`src/geo_param_pkg.sv`:
```
// geo_param_pkg: shared constants and types of the parameter stream decoder.
// Assumes both ends of the 64-bit parameter link import it.
package geo_param_pkg;

  // ----------------------------------------------------------------------
  // link word layout
  // ----------------------------------------------------------------------
  localparam int unsigned WORD_W    = 64;
  localparam int unsigned ITEM_W    = 32;
  localparam int unsigned LO_ITEM_L = 0;   // lower byte offset item
  localparam int unsigned HI_ITEM_L = 32;  // next byte offset item

  // ----------------------------------------------------------------------
  // record length in link words
  // ----------------------------------------------------------------------
  localparam logic [2:0] LAST_BEAT_32B = 3'h3;  // 32-byte record: beats 0..3
  localparam logic [2:0] LAST_BEAT_64B = 3'h7;  // 64-byte record: beats 0..7
  localparam int unsigned REC_WORDS    = 8;

  // ----------------------------------------------------------------------
  // exact control words
  // ----------------------------------------------------------------------
  localparam logic [31:0] CW_END_LIST = 32'h0000_0000;
  localparam logic [31:0] CW_TILE_CLIP = 32'h2000_0000;
  localparam logic [31:0] CW_OBJ_LIST  = 32'h4000_0000;

  // ----------------------------------------------------------------------
  // control word fields
  // ----------------------------------------------------------------------
  localparam int unsigned PTYPE_L   = 29;  // parameter type, 3 bits
  localparam int unsigned LTYPE_L   = 24;  // list type, 3 bits
  localparam int unsigned VOLUME_B  = 6;
  localparam int unsigned COLTYPE_L = 4;   // colour type, 2 bits
  localparam int unsigned TEXTURE_B = 3;
  localparam int unsigned OFFSET_B  = 2;
  localparam int unsigned MODE_L    = 0;   // texture/offset/smooth/short_texcoord_flag

  localparam logic [2:0] PTYPE_POLY   = 3'h4;
  localparam logic [2:0] PTYPE_SPRITE = 3'h5;
  localparam logic [2:0] LTYPE_MOD_OP = 3'h1;
  localparam logic [2:0] LTYPE_MOD_TR = 3'h3;
  localparam logic [1:0] COL_INTENS1  = 2'h2;
  localparam logic [1:0] COL_INTENS2  = 2'h3;

  // hidden-surface/shading instruction bits replaced by control word bits
  localparam int unsigned HSS_MODE_L = 22;
  localparam int unsigned MODE_W     = 4;

  // ----------------------------------------------------------------------
  // record classes reported downstream
  // ----------------------------------------------------------------------
  typedef enum logic [3:0] {
    CLS_END_LIST,
    CLS_TILE_CLIP,
    CLS_OBJ_LIST,
    CLS_POLY0,
    CLS_POLY1,
    CLS_POLY2,
    CLS_POLY3,
    CLS_POLY4,
    CLS_SPRITE,
    CLS_MOD_VOL,
    CLS_OTHER
  } rec_class_t;

  // alpha, red, green, blue in index order 0..3
  typedef logic [0:3][31:0] argb_t;
  localparam argb_t ARGB_ZERO = '0;

endpackage

```
`src/geo_link_if.sv`:
```
// geo_link_if: 64-bit valid/ready parameter link between host and decoder.
// Assumes both ends share one clock; a word moves when valid and ready are high.
`timescale 1ns/100ps
`default_nettype none
interface geo_link_if;
  logic [63:0] word;
  logic        valid;
  logic        ready;

  modport host (output word, output valid, input ready);
  modport dev  (input word, input valid, output ready);
endinterface
`default_nettype wire

```
`src/geo_param_decoder.sv`:
```
// geo_param_decoder: collects 64-bit parameter words into records and splits
// the control and global records into named fields.
// Assumes one core clock; the host keeps word and item ordering.
//
// Contract
// - parameters arrive as 64-bit link words
// - low half is lower offset, high half next
// - zero control word ends list, rest ignored
// - tile clip takes clip box from 0x10-0x1C
// - object list set: pointer and bounding box
// - type 0: instructions, texture, sort fields
// - type 1: face colour at 0x10-0x1C
// - type 2: face and offset colour, 64 bytes
// - type 3: two shading/texture pairs
// - type 4: two face colours, 64 bytes
// - type 4 face colour feeds base and offset
// - texture control ignored without texturing
// - sort size and next address at 0x18/0x1C
// - control bits 3..0 overwrite instruction bits 25..22
`timescale 1ns/100ps
`default_nettype none
module geo_param_decoder (
  input  wire logic                      MCLK_I,
  input  wire logic                      ARST_N_I,
  input  wire logic                      CE_I,
  geo_link_if.dev                        link,
  output logic                           REC_VALID_O,
  output geo_param_pkg::rec_class_t      REC_CLASS_O,
  output logic [31:0]                    CTRL_WORD_O,
  output logic [31:0]                    HSS_INSTR_O,
  output logic [31:0]                    SHADE0_O,
  output logic [31:0]                    TEXCTL0_O,
  output logic [31:0]                    SHADE1_O,
  output logic [31:0]                    TEXCTL1_O,
  output logic [31:0]                    SORT_SIZE_O,
  output logic [31:0]                    SORT_NEXT_O,
  output logic [31:0]                    OBJ_PTR_O,
  output geo_param_pkg::argb_t           BOX_O,
  output geo_param_pkg::argb_t           BASE0_O,
  output geo_param_pkg::argb_t           OFFS0_O,
  output geo_param_pkg::argb_t           BASE1_O,
  output geo_param_pkg::argb_t           OFFS1_O
);
  import geo_param_pkg::*;

  // ----------------------------------------------------------------------
  // helpers
  // ----------------------------------------------------------------------
  logic [63:0] rec_mem [REC_WORDS];

  // classify a record by its leading control word
  function automatic rec_class_t classify(input logic [31:0] cw);
    logic [2:0] pt;
    logic [2:0] lt;
    logic [1:0] col;
    logic       vol;
    logic       ofs;
    rec_class_t c;
    pt  = cw[PTYPE_L +: 3];
    lt  = cw[LTYPE_L +: 3];
    col = cw[COLTYPE_L +: 2];
    vol = cw[VOLUME_B];
    ofs = cw[OFFSET_B];
    if (cw == CW_END_LIST) begin
      c = CLS_END_LIST;
    end else if (cw == CW_TILE_CLIP) begin
      c = CLS_TILE_CLIP;
    end else if (cw == CW_OBJ_LIST) begin
      c = CLS_OBJ_LIST;
    end else if (pt == PTYPE_SPRITE) begin
      c = CLS_SPRITE;
    end else if (pt != PTYPE_POLY) begin
      c = CLS_OTHER;
    end else if (lt == LTYPE_MOD_OP || lt == LTYPE_MOD_TR) begin
      c = CLS_MOD_VOL;
    end else if (vol) begin
      c = (col == COL_INTENS1 || col == COL_INTENS2) ? CLS_POLY4 : CLS_POLY3;
    end else if (col == COL_INTENS1 || col == COL_INTENS2) begin
      // mode 2 decodes as type 1, so it carries its own face colour at 0x10-0x1C
      c = (col == COL_INTENS1 && ofs) ? CLS_POLY2 : CLS_POLY1;
    end else begin
      c = CLS_POLY0;
    end
    return c;
  endfunction

  // four consecutive items from byte offset 4*k; items come in as an argument,
  // so a continuous assignment that calls this follows every storage write
  function automatic argb_t quad(input logic [2*REC_WORDS-1:0][31:0] its,
                                 input logic [3:0]                   k);
    argb_t q;
    q[0] = its[k];
    q[1] = its[k + 4'h1];
    q[2] = its[k + 4'h2];
    q[3] = its[k + 4'h3];
    return q;
  endfunction

  // ----------------------------------------------------------------------
  // intake state
  // ----------------------------------------------------------------------
  logic [2:0] beat_r;
  logic [2:0] last_r;
  logic       ready_r;
  logic       emit_r;
  rec_class_t cls_r;

  wire logic       take      = link.valid & ready_r;
  wire logic [31:0] head_cw  = link.word[LO_ITEM_L +: ITEM_W];
  wire rec_class_t head_cls  = classify(head_cw);
  wire logic       head_long = (head_cls == CLS_POLY2) || (head_cls == CLS_POLY4);
  // length is fixed by the first word, before any later word is consumed
  wire logic [2:0] head_last = head_long ? LAST_BEAT_64B : LAST_BEAT_32B;
  wire logic [2:0] cur_last  = (beat_r == 3'h0) ? head_last : last_r;
  wire logic       final_bt  = take && (beat_r == cur_last);
  wire logic [2:0] beat_nxt  = final_bt ? 3'h0 : (take ? beat_r + 3'h1 : beat_r);
  // one idle cycle per record while the fields are latched out
  wire logic       ready_nxt = final_bt ? 1'b0 : (emit_r ? 1'b1 : ready_r);

  // ----------------------------------------------------------------------
  // intake registers
  // ----------------------------------------------------------------------
  always_ff @(posedge MCLK_I or negedge ARST_N_I) begin
    if (!ARST_N_I) begin
      beat_r  <= 3'h0;
      last_r  <= LAST_BEAT_32B;
      ready_r <= 1'b1;
      emit_r  <= 1'b0;
      cls_r   <= CLS_END_LIST;
    end else if (CE_I) begin
      if (take && beat_r == 3'h0) begin
        last_r <= head_last;
        cls_r  <= head_cls;
      end
      beat_r  <= beat_nxt;
      ready_r <= ready_nxt;
      emit_r  <= final_bt;
    end
  end

  // record storage is plain data, so it carries no reset
  always_ff @(posedge MCLK_I) begin
    if (CE_I && take) begin
      rec_mem[beat_r] <= link.word;
    end
  end

  assign link.ready = ready_r;

  // ----------------------------------------------------------------------
  // field selection
  // ----------------------------------------------------------------------
  // stored record as items; item j sits at byte offset 4*j, low half first
  wire logic [2*REC_WORDS-1:0][31:0] itm = {rec_mem[7], rec_mem[6], rec_mem[5], rec_mem[4],
                                            rec_mem[3], rec_mem[2], rec_mem[1],
                                            rec_mem[0]};
  wire logic [31:0] cw       = itm[0];
  wire logic        is_poly  = (cls_r inside {CLS_POLY0, CLS_POLY1, CLS_POLY2,
                                              CLS_POLY3, CLS_POLY4});
  wire logic        is_glob  = is_poly || cls_r == CLS_SPRITE || cls_r == CLS_MOD_VOL;
  wire logic        is_box   = (cls_r == CLS_TILE_CLIP) || (cls_r == CLS_OBJ_LIST);
  wire logic        has_sh   = is_glob && cls_r != CLS_MOD_VOL;
  wire logic        two_vol  = (cls_r == CLS_POLY3) || (cls_r == CLS_POLY4);
  wire logic        texture  = cw[TEXTURE_B];
  wire logic [31:0] raw_hss  = itm[1];
  // an end-of-list keeps only its class; every other item is dropped
  wire logic [31:0] ctrl_nxt = (cls_r == CLS_END_LIST) ? CW_END_LIST : cw;
  wire logic [31:0] hss_nxt  = is_glob ? {raw_hss[31:HSS_MODE_L + MODE_W],
                                          cw[MODE_L +: MODE_W],
                                          raw_hss[HSS_MODE_L - 1:0]} : 32'h0000_0000;
  wire logic [31:0] sh0_nxt  = has_sh ? itm[2] : 32'h0000_0000;
  // texture words mean nothing to an untextured polygon, pass zero instead
  wire logic [31:0] tx0_nxt  = (has_sh && texture) ? itm[3] : 32'h0000_0000;
  wire logic [31:0] sh1_nxt  = two_vol ? itm[4] : 32'h0000_0000;
  wire logic [31:0] tx1_nxt  = (two_vol && texture) ? itm[5] : 32'h0000_0000;
  wire logic        has_sort = has_sh && cls_r != CLS_POLY1;
  wire logic [31:0] ssz_nxt  = has_sort ? itm[6] : 32'h0000_0000;
  wire logic [31:0] snx_nxt  = has_sort ? itm[7] : 32'h0000_0000;
  wire logic [31:0] ptr_nxt  = (cls_r == CLS_OBJ_LIST) ? itm[1] : 32'h0000_0000;
  // clip box and bounding box share the same four item slots
  wire argb_t       box_nxt  = is_box ? quad(itm, 4'h4) : ARGB_ZERO;
  wire argb_t       face0    = quad(itm, 4'h8);
  wire argb_t       face1    = quad(itm, 4'hC);
  wire argb_t       sprite_b = {itm[4], 32'h0000_0000, 32'h0000_0000, 32'h0000_0000};
  wire argb_t       sprite_o = {itm[5], 32'h0000_0000, 32'h0000_0000, 32'h0000_0000};

  // face colours by polygon type; sprite colours stay packed in slot 0
  wire argb_t base0_nxt = (cls_r == CLS_POLY1) ? quad(itm, 4'h4) :
                          (cls_r == CLS_POLY2) ? face0 :
                          (cls_r == CLS_POLY4) ? face0 :
                          (cls_r == CLS_SPRITE) ? sprite_b : ARGB_ZERO;
  wire argb_t offs0_nxt = (cls_r == CLS_POLY2) ? face1 :
                          (cls_r == CLS_POLY4) ? face0 :
                          (cls_r == CLS_SPRITE) ? sprite_o : ARGB_ZERO;
  wire argb_t base1_nxt = (cls_r == CLS_POLY4) ? face1 : ARGB_ZERO;
  wire argb_t offs1_nxt = (cls_r == CLS_POLY4) ? face1 : ARGB_ZERO;

  // ----------------------------------------------------------------------
  // output registers
  // ----------------------------------------------------------------------
  // fields hold until the next record is emitted
  always_ff @(posedge MCLK_I or negedge ARST_N_I) begin
    if (!ARST_N_I) begin
      REC_VALID_O <= 1'b0;
      REC_CLASS_O <= CLS_END_LIST;
      CTRL_WORD_O <= 32'h0000_0000;
      HSS_INSTR_O <= 32'h0000_0000;
      SHADE0_O    <= 32'h0000_0000;
      TEXCTL0_O   <= 32'h0000_0000;
      SHADE1_O    <= 32'h0000_0000;
      TEXCTL1_O   <= 32'h0000_0000;
      SORT_SIZE_O <= 32'h0000_0000;
      SORT_NEXT_O <= 32'h0000_0000;
      OBJ_PTR_O   <= 32'h0000_0000;
      BOX_O       <= ARGB_ZERO;
      BASE0_O     <= ARGB_ZERO;
      OFFS0_O     <= ARGB_ZERO;
      BASE1_O     <= ARGB_ZERO;
      OFFS1_O     <= ARGB_ZERO;
    end else if (CE_I) begin
      REC_VALID_O <= emit_r;
      if (emit_r) begin
        REC_CLASS_O <= cls_r;
        CTRL_WORD_O <= ctrl_nxt;
        HSS_INSTR_O <= hss_nxt;
        SHADE0_O    <= sh0_nxt;
        TEXCTL0_O   <= tx0_nxt;
        SHADE1_O    <= sh1_nxt;
        TEXCTL1_O   <= tx1_nxt;
        SORT_SIZE_O <= ssz_nxt;
        SORT_NEXT_O <= snx_nxt;
        OBJ_PTR_O   <= ptr_nxt;
        BOX_O       <= box_nxt;
        BASE0_O     <= base0_nxt;
        OFFS0_O     <= offs0_nxt;
        BASE1_O     <= base1_nxt;
        OFFS1_O     <= offs1_nxt;
      end
    end
  end

endmodule
`default_nettype wire

```
`src/flat_wrapper.sv`:
```
// flat-port wrapper written by rule: the top's interface ports become plain ports
module geo_param_decoder_flat import geo_param_pkg::*;
  (MCLK_I, ARST_N_I, CE_I, REC_VALID_O, REC_CLASS_O, CTRL_WORD_O, HSS_INSTR_O, SHADE0_O, TEXCTL0_O, SHADE1_O, TEXCTL1_O, SORT_SIZE_O, SORT_NEXT_O, OBJ_PTR_O, BOX_O, BASE0_O, OFFS0_O, BASE1_O, OFFS1_O, link_word, link_valid, link_ready);
  geo_link_if link_i ();
  input  wire logic MCLK_I;
  input  wire logic ARST_N_I;
  input  wire logic CE_I;
  output logic REC_VALID_O;
  output geo_param_pkg::rec_class_t REC_CLASS_O;
  output logic [31:0] CTRL_WORD_O;
  output logic [31:0] HSS_INSTR_O;
  output logic [31:0] SHADE0_O;
  output logic [31:0] TEXCTL0_O;
  output logic [31:0] SHADE1_O;
  output logic [31:0] TEXCTL1_O;
  output logic [31:0] SORT_SIZE_O;
  output logic [31:0] SORT_NEXT_O;
  output logic [31:0] OBJ_PTR_O;
  output geo_param_pkg::argb_t BOX_O;
  output geo_param_pkg::argb_t BASE0_O;
  output geo_param_pkg::argb_t OFFS0_O;
  output geo_param_pkg::argb_t BASE1_O;
  output geo_param_pkg::argb_t OFFS1_O;
  input wire logic [$bits(link_i.word)-1:0] link_word;
  input wire logic [$bits(link_i.valid)-1:0] link_valid;
  output wire logic [$bits(link_i.ready)-1:0] link_ready;
  assign link_i.word = link_word;
  assign link_i.valid = link_valid;
  assign link_ready = link_i.ready;
  geo_param_decoder u_core (.MCLK_I(MCLK_I), .ARST_N_I(ARST_N_I), .CE_I(CE_I), .link(link_i), .REC_VALID_O(REC_VALID_O), .REC_CLASS_O(REC_CLASS_O), .CTRL_WORD_O(CTRL_WORD_O), .HSS_INSTR_O(HSS_INSTR_O), .SHADE0_O(SHADE0_O), .TEXCTL0_O(TEXCTL0_O), .SHADE1_O(SHADE1_O), .TEXCTL1_O(TEXCTL1_O), .SORT_SIZE_O(SORT_SIZE_O), .SORT_NEXT_O(SORT_NEXT_O), .OBJ_PTR_O(OBJ_PTR_O), .BOX_O(BOX_O), .BASE0_O(BASE0_O), .OFFS0_O(OFFS0_O), .BASE1_O(BASE1_O), .OFFS1_O(OFFS1_O));
endmodule
```
`config.mk`:
```
export PLATFORM = sky130hd
export DESIGN_NAME = geo_param_decoder_flat
export DESIGN_NICKNAME = d
export VERILOG_FILES = /design/src/geo_param_pkg.sv /design/src/geo_link_if.sv /design/src/geo_param_decoder.sv /design/src/flat_wrapper.sv
export SDC_FILE = /design/constraint.sdc
export NUM_CORES = 2
export LEC_CHECK = 0
export BUFFER_PORTS_ARGS = -buffer_cell sky130_fd_sc_hd__buf_2
export CELL_PAD_IN_SITES_DETAIL_PLACEMENT = 0
export CELL_PAD_IN_SITES_GLOBAL_PLACEMENT = 1
export CORE_AREA = 2 2 396 398
export DETAILED_ROUTE_END_ITERATION = 8
export DIE_AREA = 0 0 398 400
export HOLD_SLACK_MARGIN = 0.1
export PLACE_DENSITY_LB_ADDON = 0.2
export SYNTH_ARGS = -nofsm -noshare
export SYNTH_HDL_FRONTEND = slang
export SYNTH_SLANG_ARGS = --single-unit
```
`constraint.sdc`:
```
create_clock -name MCLK_I -period 9.35 [get_ports MCLK_I]
set_clock_uncertainty 0.05 [all_clocks]
set_input_delay 1.87 -clock MCLK_I [delete_from_list [all_inputs] [get_ports MCLK_I]]
set_output_delay 1.87 -clock MCLK_I [all_outputs]
set_load 0.02 [all_outputs]
```
-- After elaboration in Yosys (flattened, before gate mapping)
Memory sizes are Yosys's and may differ from the RTL's.
Index checks and enable logic that the tools add are counted.
- equal/unequal tests: 22
- reductions and logical operators: 25
- bitwise gates (word level): 1
- $add $sub $neg: 1
- mux-type cells: 36
- operators by type and width (cell ; number):
    $mux 128 ; 9
    $mux 32 ; 9
    $eq 32x30->1 const B ; 1
    $eq 32x31->1 const B ; 1
    $logic_not 32->1 ; 1
    $mux 4 ; 8
    $eq 4x3->1 const B ; 6
    $mux 3 ; 4
    $eq 4x2->1 const B ; 2
    $eq 4x4->1 const B ; 2
    $logic_and 1x1->1 ; 8
    $reduce_and 2->1 ; 4
    $logic_or 1x1->1 ; 7
    $mux 1 ; 6
    $reduce_bool 5->1 ; 1
    $eq 2x2->1 const B ; 2
    $eq 4x1->1 const B ; 1
    $logic_not 4->1 ; 1
    $ne 4x3->1 const B ; 1
    $ne 4x4->1 const B ; 1
    $reduce_bool 2->1 ; 2
    $add 3x1->3 const B ; 1
    $eq 3x1->1 const B ; 1
    $eq 3x2->1 const B ; 1
    5 further kinds ; 5
- RAM bits: 512
- memories kept: 1
- output and inout port bits: 934
- bits of input ports: 68
- flip-flop bits (word level): 817
- memory list (name ; depth ; width ; read ports ; clocked after memory_dff ; write ports ; RTL line ; source):
    u_core.rec_mem ; 8 ; 64 ; 8 ; 0 ; 1 ; geo_param_decoder.sv:49 ; logic [63:0] rec_mem [REC_WORDS];

-- Depth between registers and ports, before layout
- word-level depth: 19
- depth in mapped cells: 7
- depth with buffers taken out: 6

-- Worst setup path before layout
OpenSTA, ideal clock, no wires.
- path type: in2reg
- start point: input CE_I
- end point: memory u_core.rec_mem[1][0], enable pin
- data arrival time: 6557 ps
- data required time: 8735 ps
- library setup time: 565 ps
- setup slack: 2178 ps
- stages: 3
- buffers on the path: 0
- path through: and3_1 nand2_1 nor3_1
- longest elaborated chain between the ends: 3
- ends and longest elaborated chain (element ; RTL line ; source):
    from (decl) ; flat_wrapper.sv:7 ; input wire logic CE_I;
    $logic_and 1x1->1 ; geo_param_decoder.sv:143 ; if (CE_I && take) begin
    $mux 1 ; geo_param_decoder.sv:143 ;
    $mux 1 (implied by the code) ; geo_param_decoder.sv:144 ; rec_mem[beat_r] <= link.word;
    to (decl) ; geo_param_decoder.sv:49 ;
No other way between the ends.

-- Worst setup path after layout
- start point: input CE_I
- end point: memory u_core.rec_mem[7][8], enable pin
Same word-level chain as after synthesis.

==> summary.txt <==
Placement
  – Hpwl dp: 126300 um
  – Count of input and output buffers: 1001
  – GPL Wtd Cong: 0.7908
  – Placed Cells incl. Taps: 6091

Floorplan
  – Vertical die dimension: 400 um
  – Die area: 159200 sq um
  – Effective utilization at floorplan: 31.31%
  – Core box area: 155100 sq um
  – FP Rows: 145
  – I/O Pins: 1002
  – Die W: 398 um

GRT
  – Number of antenna violations at the first check in global routing: 14
  – Gr usage total: 23.26%
  – Number of global-route vias before repair: 31570
  – Total overflow reported by the global router: 0
  – First-pass GRT wire length: 261100 um
  – Largest net degree at the start of global routing: 204

Timing
  – Least-Margin Pin Slew: 1.179 ns
  – Post-route clock period utilization: 44.45%
  – Slew headroom: 21.43%
  – Number of max-slew violations in the final report: 0
  – RSZ-0062 raised after global routing: false
  – Final hold violation count: 0
  – Post-Route Setup TNS: 0 ns
  – Final Setup Violations: 0
  – Minimum clock period after layout: 4.156 ns
  – Maximum operating frequency: 240.6 MHz

Clock tree
  – Hold-fix buffer count after cts: 0
  – Register clock-pin slew on the reported worst setup and hold paths: 0.06 ns
  – Total CTS buffers: 150
  – Post-CTS setup-driven buffer insertion count: 0
  – Number of cells upsized or downsized after cts: 0
  – Clock root buffer master: clkbuf_16
  – Worst-skew pair later-pin latency: 0.78 ns
  – CTS tree: yes
  – H-tree levels: 4
  – Largest buffer count on any clock path: 3
  – Number of clock sinks: 1327

Power
  – Cell Pwr Density: 306.6 nW/um^2
  – Peak supply drop: 0.1751 mV
  – Leak pwr: 27.73 nW

Layout
  – Fraction of layout instances using a drive strength above 1: 30.57%
  – Filler cell count: 14950
  – Layout area overhead: 22.92%
  – Number of nets in the finished design: 4255
  – Most frequent standard cell in the layout excluding fill and tap cells: buf_2
  – Commonest cells after routing, fill and taps aside: buf_2 (1000), dfrtp_1 (813), edfxtp_1 (512)
  – Number of standard cells in the layout, taps in and fillers out: 6373

Synthesis
  – Net count after synthesis: 3419
  – Mean post-synth cell area: 14.50 sq um
  – Share of flip-flops with an asynchronous set or reset: 61.42%
  – Warnings, synthesis: 0
  – Cells after synthesis: 3349
  – Area of the mapped netlist: 48570 sq um
  – FF+latch count, synth: 1327
  – Part of the Yosys area used for sequential elements: 73.65%
  – Number of flops mapped to enable cells by yosys: 512
  – Flip-flop cell with the highest count after synthesis: dfrtp_1
  – Unique masters post-synth: 48

Critical path
  – Origin of the critical flop-to-flop path: u_core.cls_r[2]$_DFFE_PN0P_
  – Worst R2R End: u_core.BASE0_O[92]$_DFFE_PN0P_
  – R2R setup slack: 6.02 ns
  – Number of cell instances on the worst register-to-register path: 5
  – Classification of the worst setup path: in2reg
  – Crit path DAT: 4.51 ns
  – Maximum net fanout on the critical path: 30
  – Kind of start point of the critical path: input port
  – Required time worst endpoint: 9.70 ns
  – Crit end category: flip-flop

Routing
  – Routed Wire Length: 190000 um
  – Routed wirelength normalized by instance count: 29.82 um
  – Drt drc: 0
  – Final ANT Viol Nets: 0
  – Detailed Route Iter0 Violations: 2376
  – Via density per instance: 5.063
  – Number of optimization iterations in the first detailed-route pass: 5
  – Via count: 32270

Hold path
  – Min-Delay Path Class: reg2reg
  – Source of the worst hold timing path: u_core.rec_mem[1][47]$_DFFE_PP_
  – Min-Delay Path Depth: 1
  – Hold Path Sink: u_core.TEXCTL0_O[15]$_DFFE_PN0P_

Flow run
  – # Max-Cap Violations: 0

Status
  – Outcome: finished, final reports clean
[Yosys cell counts, drive strengths merged (2+ instances only)]
library cell  instances  share of area [%]
and2                  4              0.052
o31ai                98                1.5
nand2b                3              0.039
nor4                 11               0.14
nand2               310                2.4
nor3                  3              0.031
edfxtp              512                 32
nand3                 3              0.041
and3                  3              0.039
nor2                303                2.4
buf                 239                3.3
a22o                448                8.1
nor2b                 3              0.039
nor4b                 2              0.098
a221oi              128                2.3
dfrtp               814                 42
ha                    2              0.052
clkbuf              135                1.0
o2111ai               2              0.036
nor3b                 2              0.041
inv                   7              0.054
a21oi                34               0.36
nand4                 2              0.026
o21ai               136                1.4
or2                   2              0.026
mux2i               129                2.7
[per-stage QoR]
step | utilization, % | instance area [sq um] | total power [W] | worst slack (ns) | hold WS (ns)
finish | 38.49 | 59700 | 0.01831 | 5.194 | 0.4091
global route | 38.49 | 59700 | 0.01913 | 5.068 | 0.4144
global placement | 35.27 | 54710 | 0.01254 | 4.387 | 0.3942
detailed placement | 35.27 | 54710 | 0.01258 | 4.382 | 0.3983
floorplan | - | 48570 | 0.01033 | 2.178 | 0.3928
CTS | 38.49 | 59700 | 0.01857 | 5.218 | 0.4113
[report_power, final]
part	total (W)	leakage (nW)	switching (W)	internal, W
Sequential	0.00777	15.5	0.000660	0.00711
Clock	0.00594	2.45	0.00249	0.00345
Combinational	0.00460	9.76	0.00316	0.00144
Total	0.0183	27.7	0.00630	0.0120
[critical path: stages]
cell     delay, ns
buf_2         0.27
and3_1        0.34
nand2_1       0.28
nor2_4        0.47
buf_4         0.54
buf_4         0.55
[worst max path at each step]
stage	slack, ns	cells past startpoint	end	startpoint
after floorplan	2.18	3	u_core.rec_mem[1][0]$_DFFE_PP_	CE_I
after global placement	4.39	6	u_core.rec_mem[7][11]$_DFFE_PP_	CE_I
after detailed placement	4.38	6	u_core.rec_mem[7][11]$_DFFE_PP_	CE_I
after CTS	5.22	6	u_core.rec_mem[7][8]$_DFFE_PP_	CE_I
after global routing	5.07	6	u_core.BASE0_O[18]$_DFFE_PN0P_	CE_I
final	5.19	6	u_core.rec_mem[7][8]$_DFFE_PP_	CE_I
[cell families after synthesis]
family / count (synthesis) / synth area share (%)
flops: 1327 / 73.65
compound gates: 853 / 13.81
simple gates: 655 / 5.394
buf+inv: 381 / 4.395
mux: 129 / 2.659
fa+ha+maj: 3 / 0.07212
xor+xnor: 1 / 0.01804
[layer usage]
| metal | global-route usage (%) | wire (um) | up-vias | part of all wire, % |
|---|---|---|---|---|
| li1 | - | - | 14000 | - |
| met1 | 31.71 | 83240 | 16940 | 44 |
| met2 | 37.43 | 90380 | 1124 | 48 |
| met3 | 5.172 | 12090 | 202 | 6.4 |
| met4 | 6.135 | 4323 | 2 | 2.3 |
| met5 | 0 | 7 | - | 0.0037 |
[final cells by class]
cell class | count | area, sq um | share of cell area [%]
clock inverter | 56 | 555.5 | 0.9305
timing repair buffer | 1058 | 5560 | 9.313
tap | 2058 | 2575 | 4.313
antenna | 1 | 2.502 | 0.004191
sequential | 1327 | 35770 | 59.92
multi-input combinational | 1641 | 10770 | 18.04
clock buffer | 225 | 4439 | 7.436
inverter | 7 | 26.28 | 0.04401
[state kept, by name (all words and copies together) (netlist names), 128 cells and up]
signal	count
u_core.BASE0_O	128
u_core.BASE1_O	128
u_core.BOX_O	128
u_core.rec_mem	512
u_core.OFFS0_O	128
(Power assumes the default switching activity.)
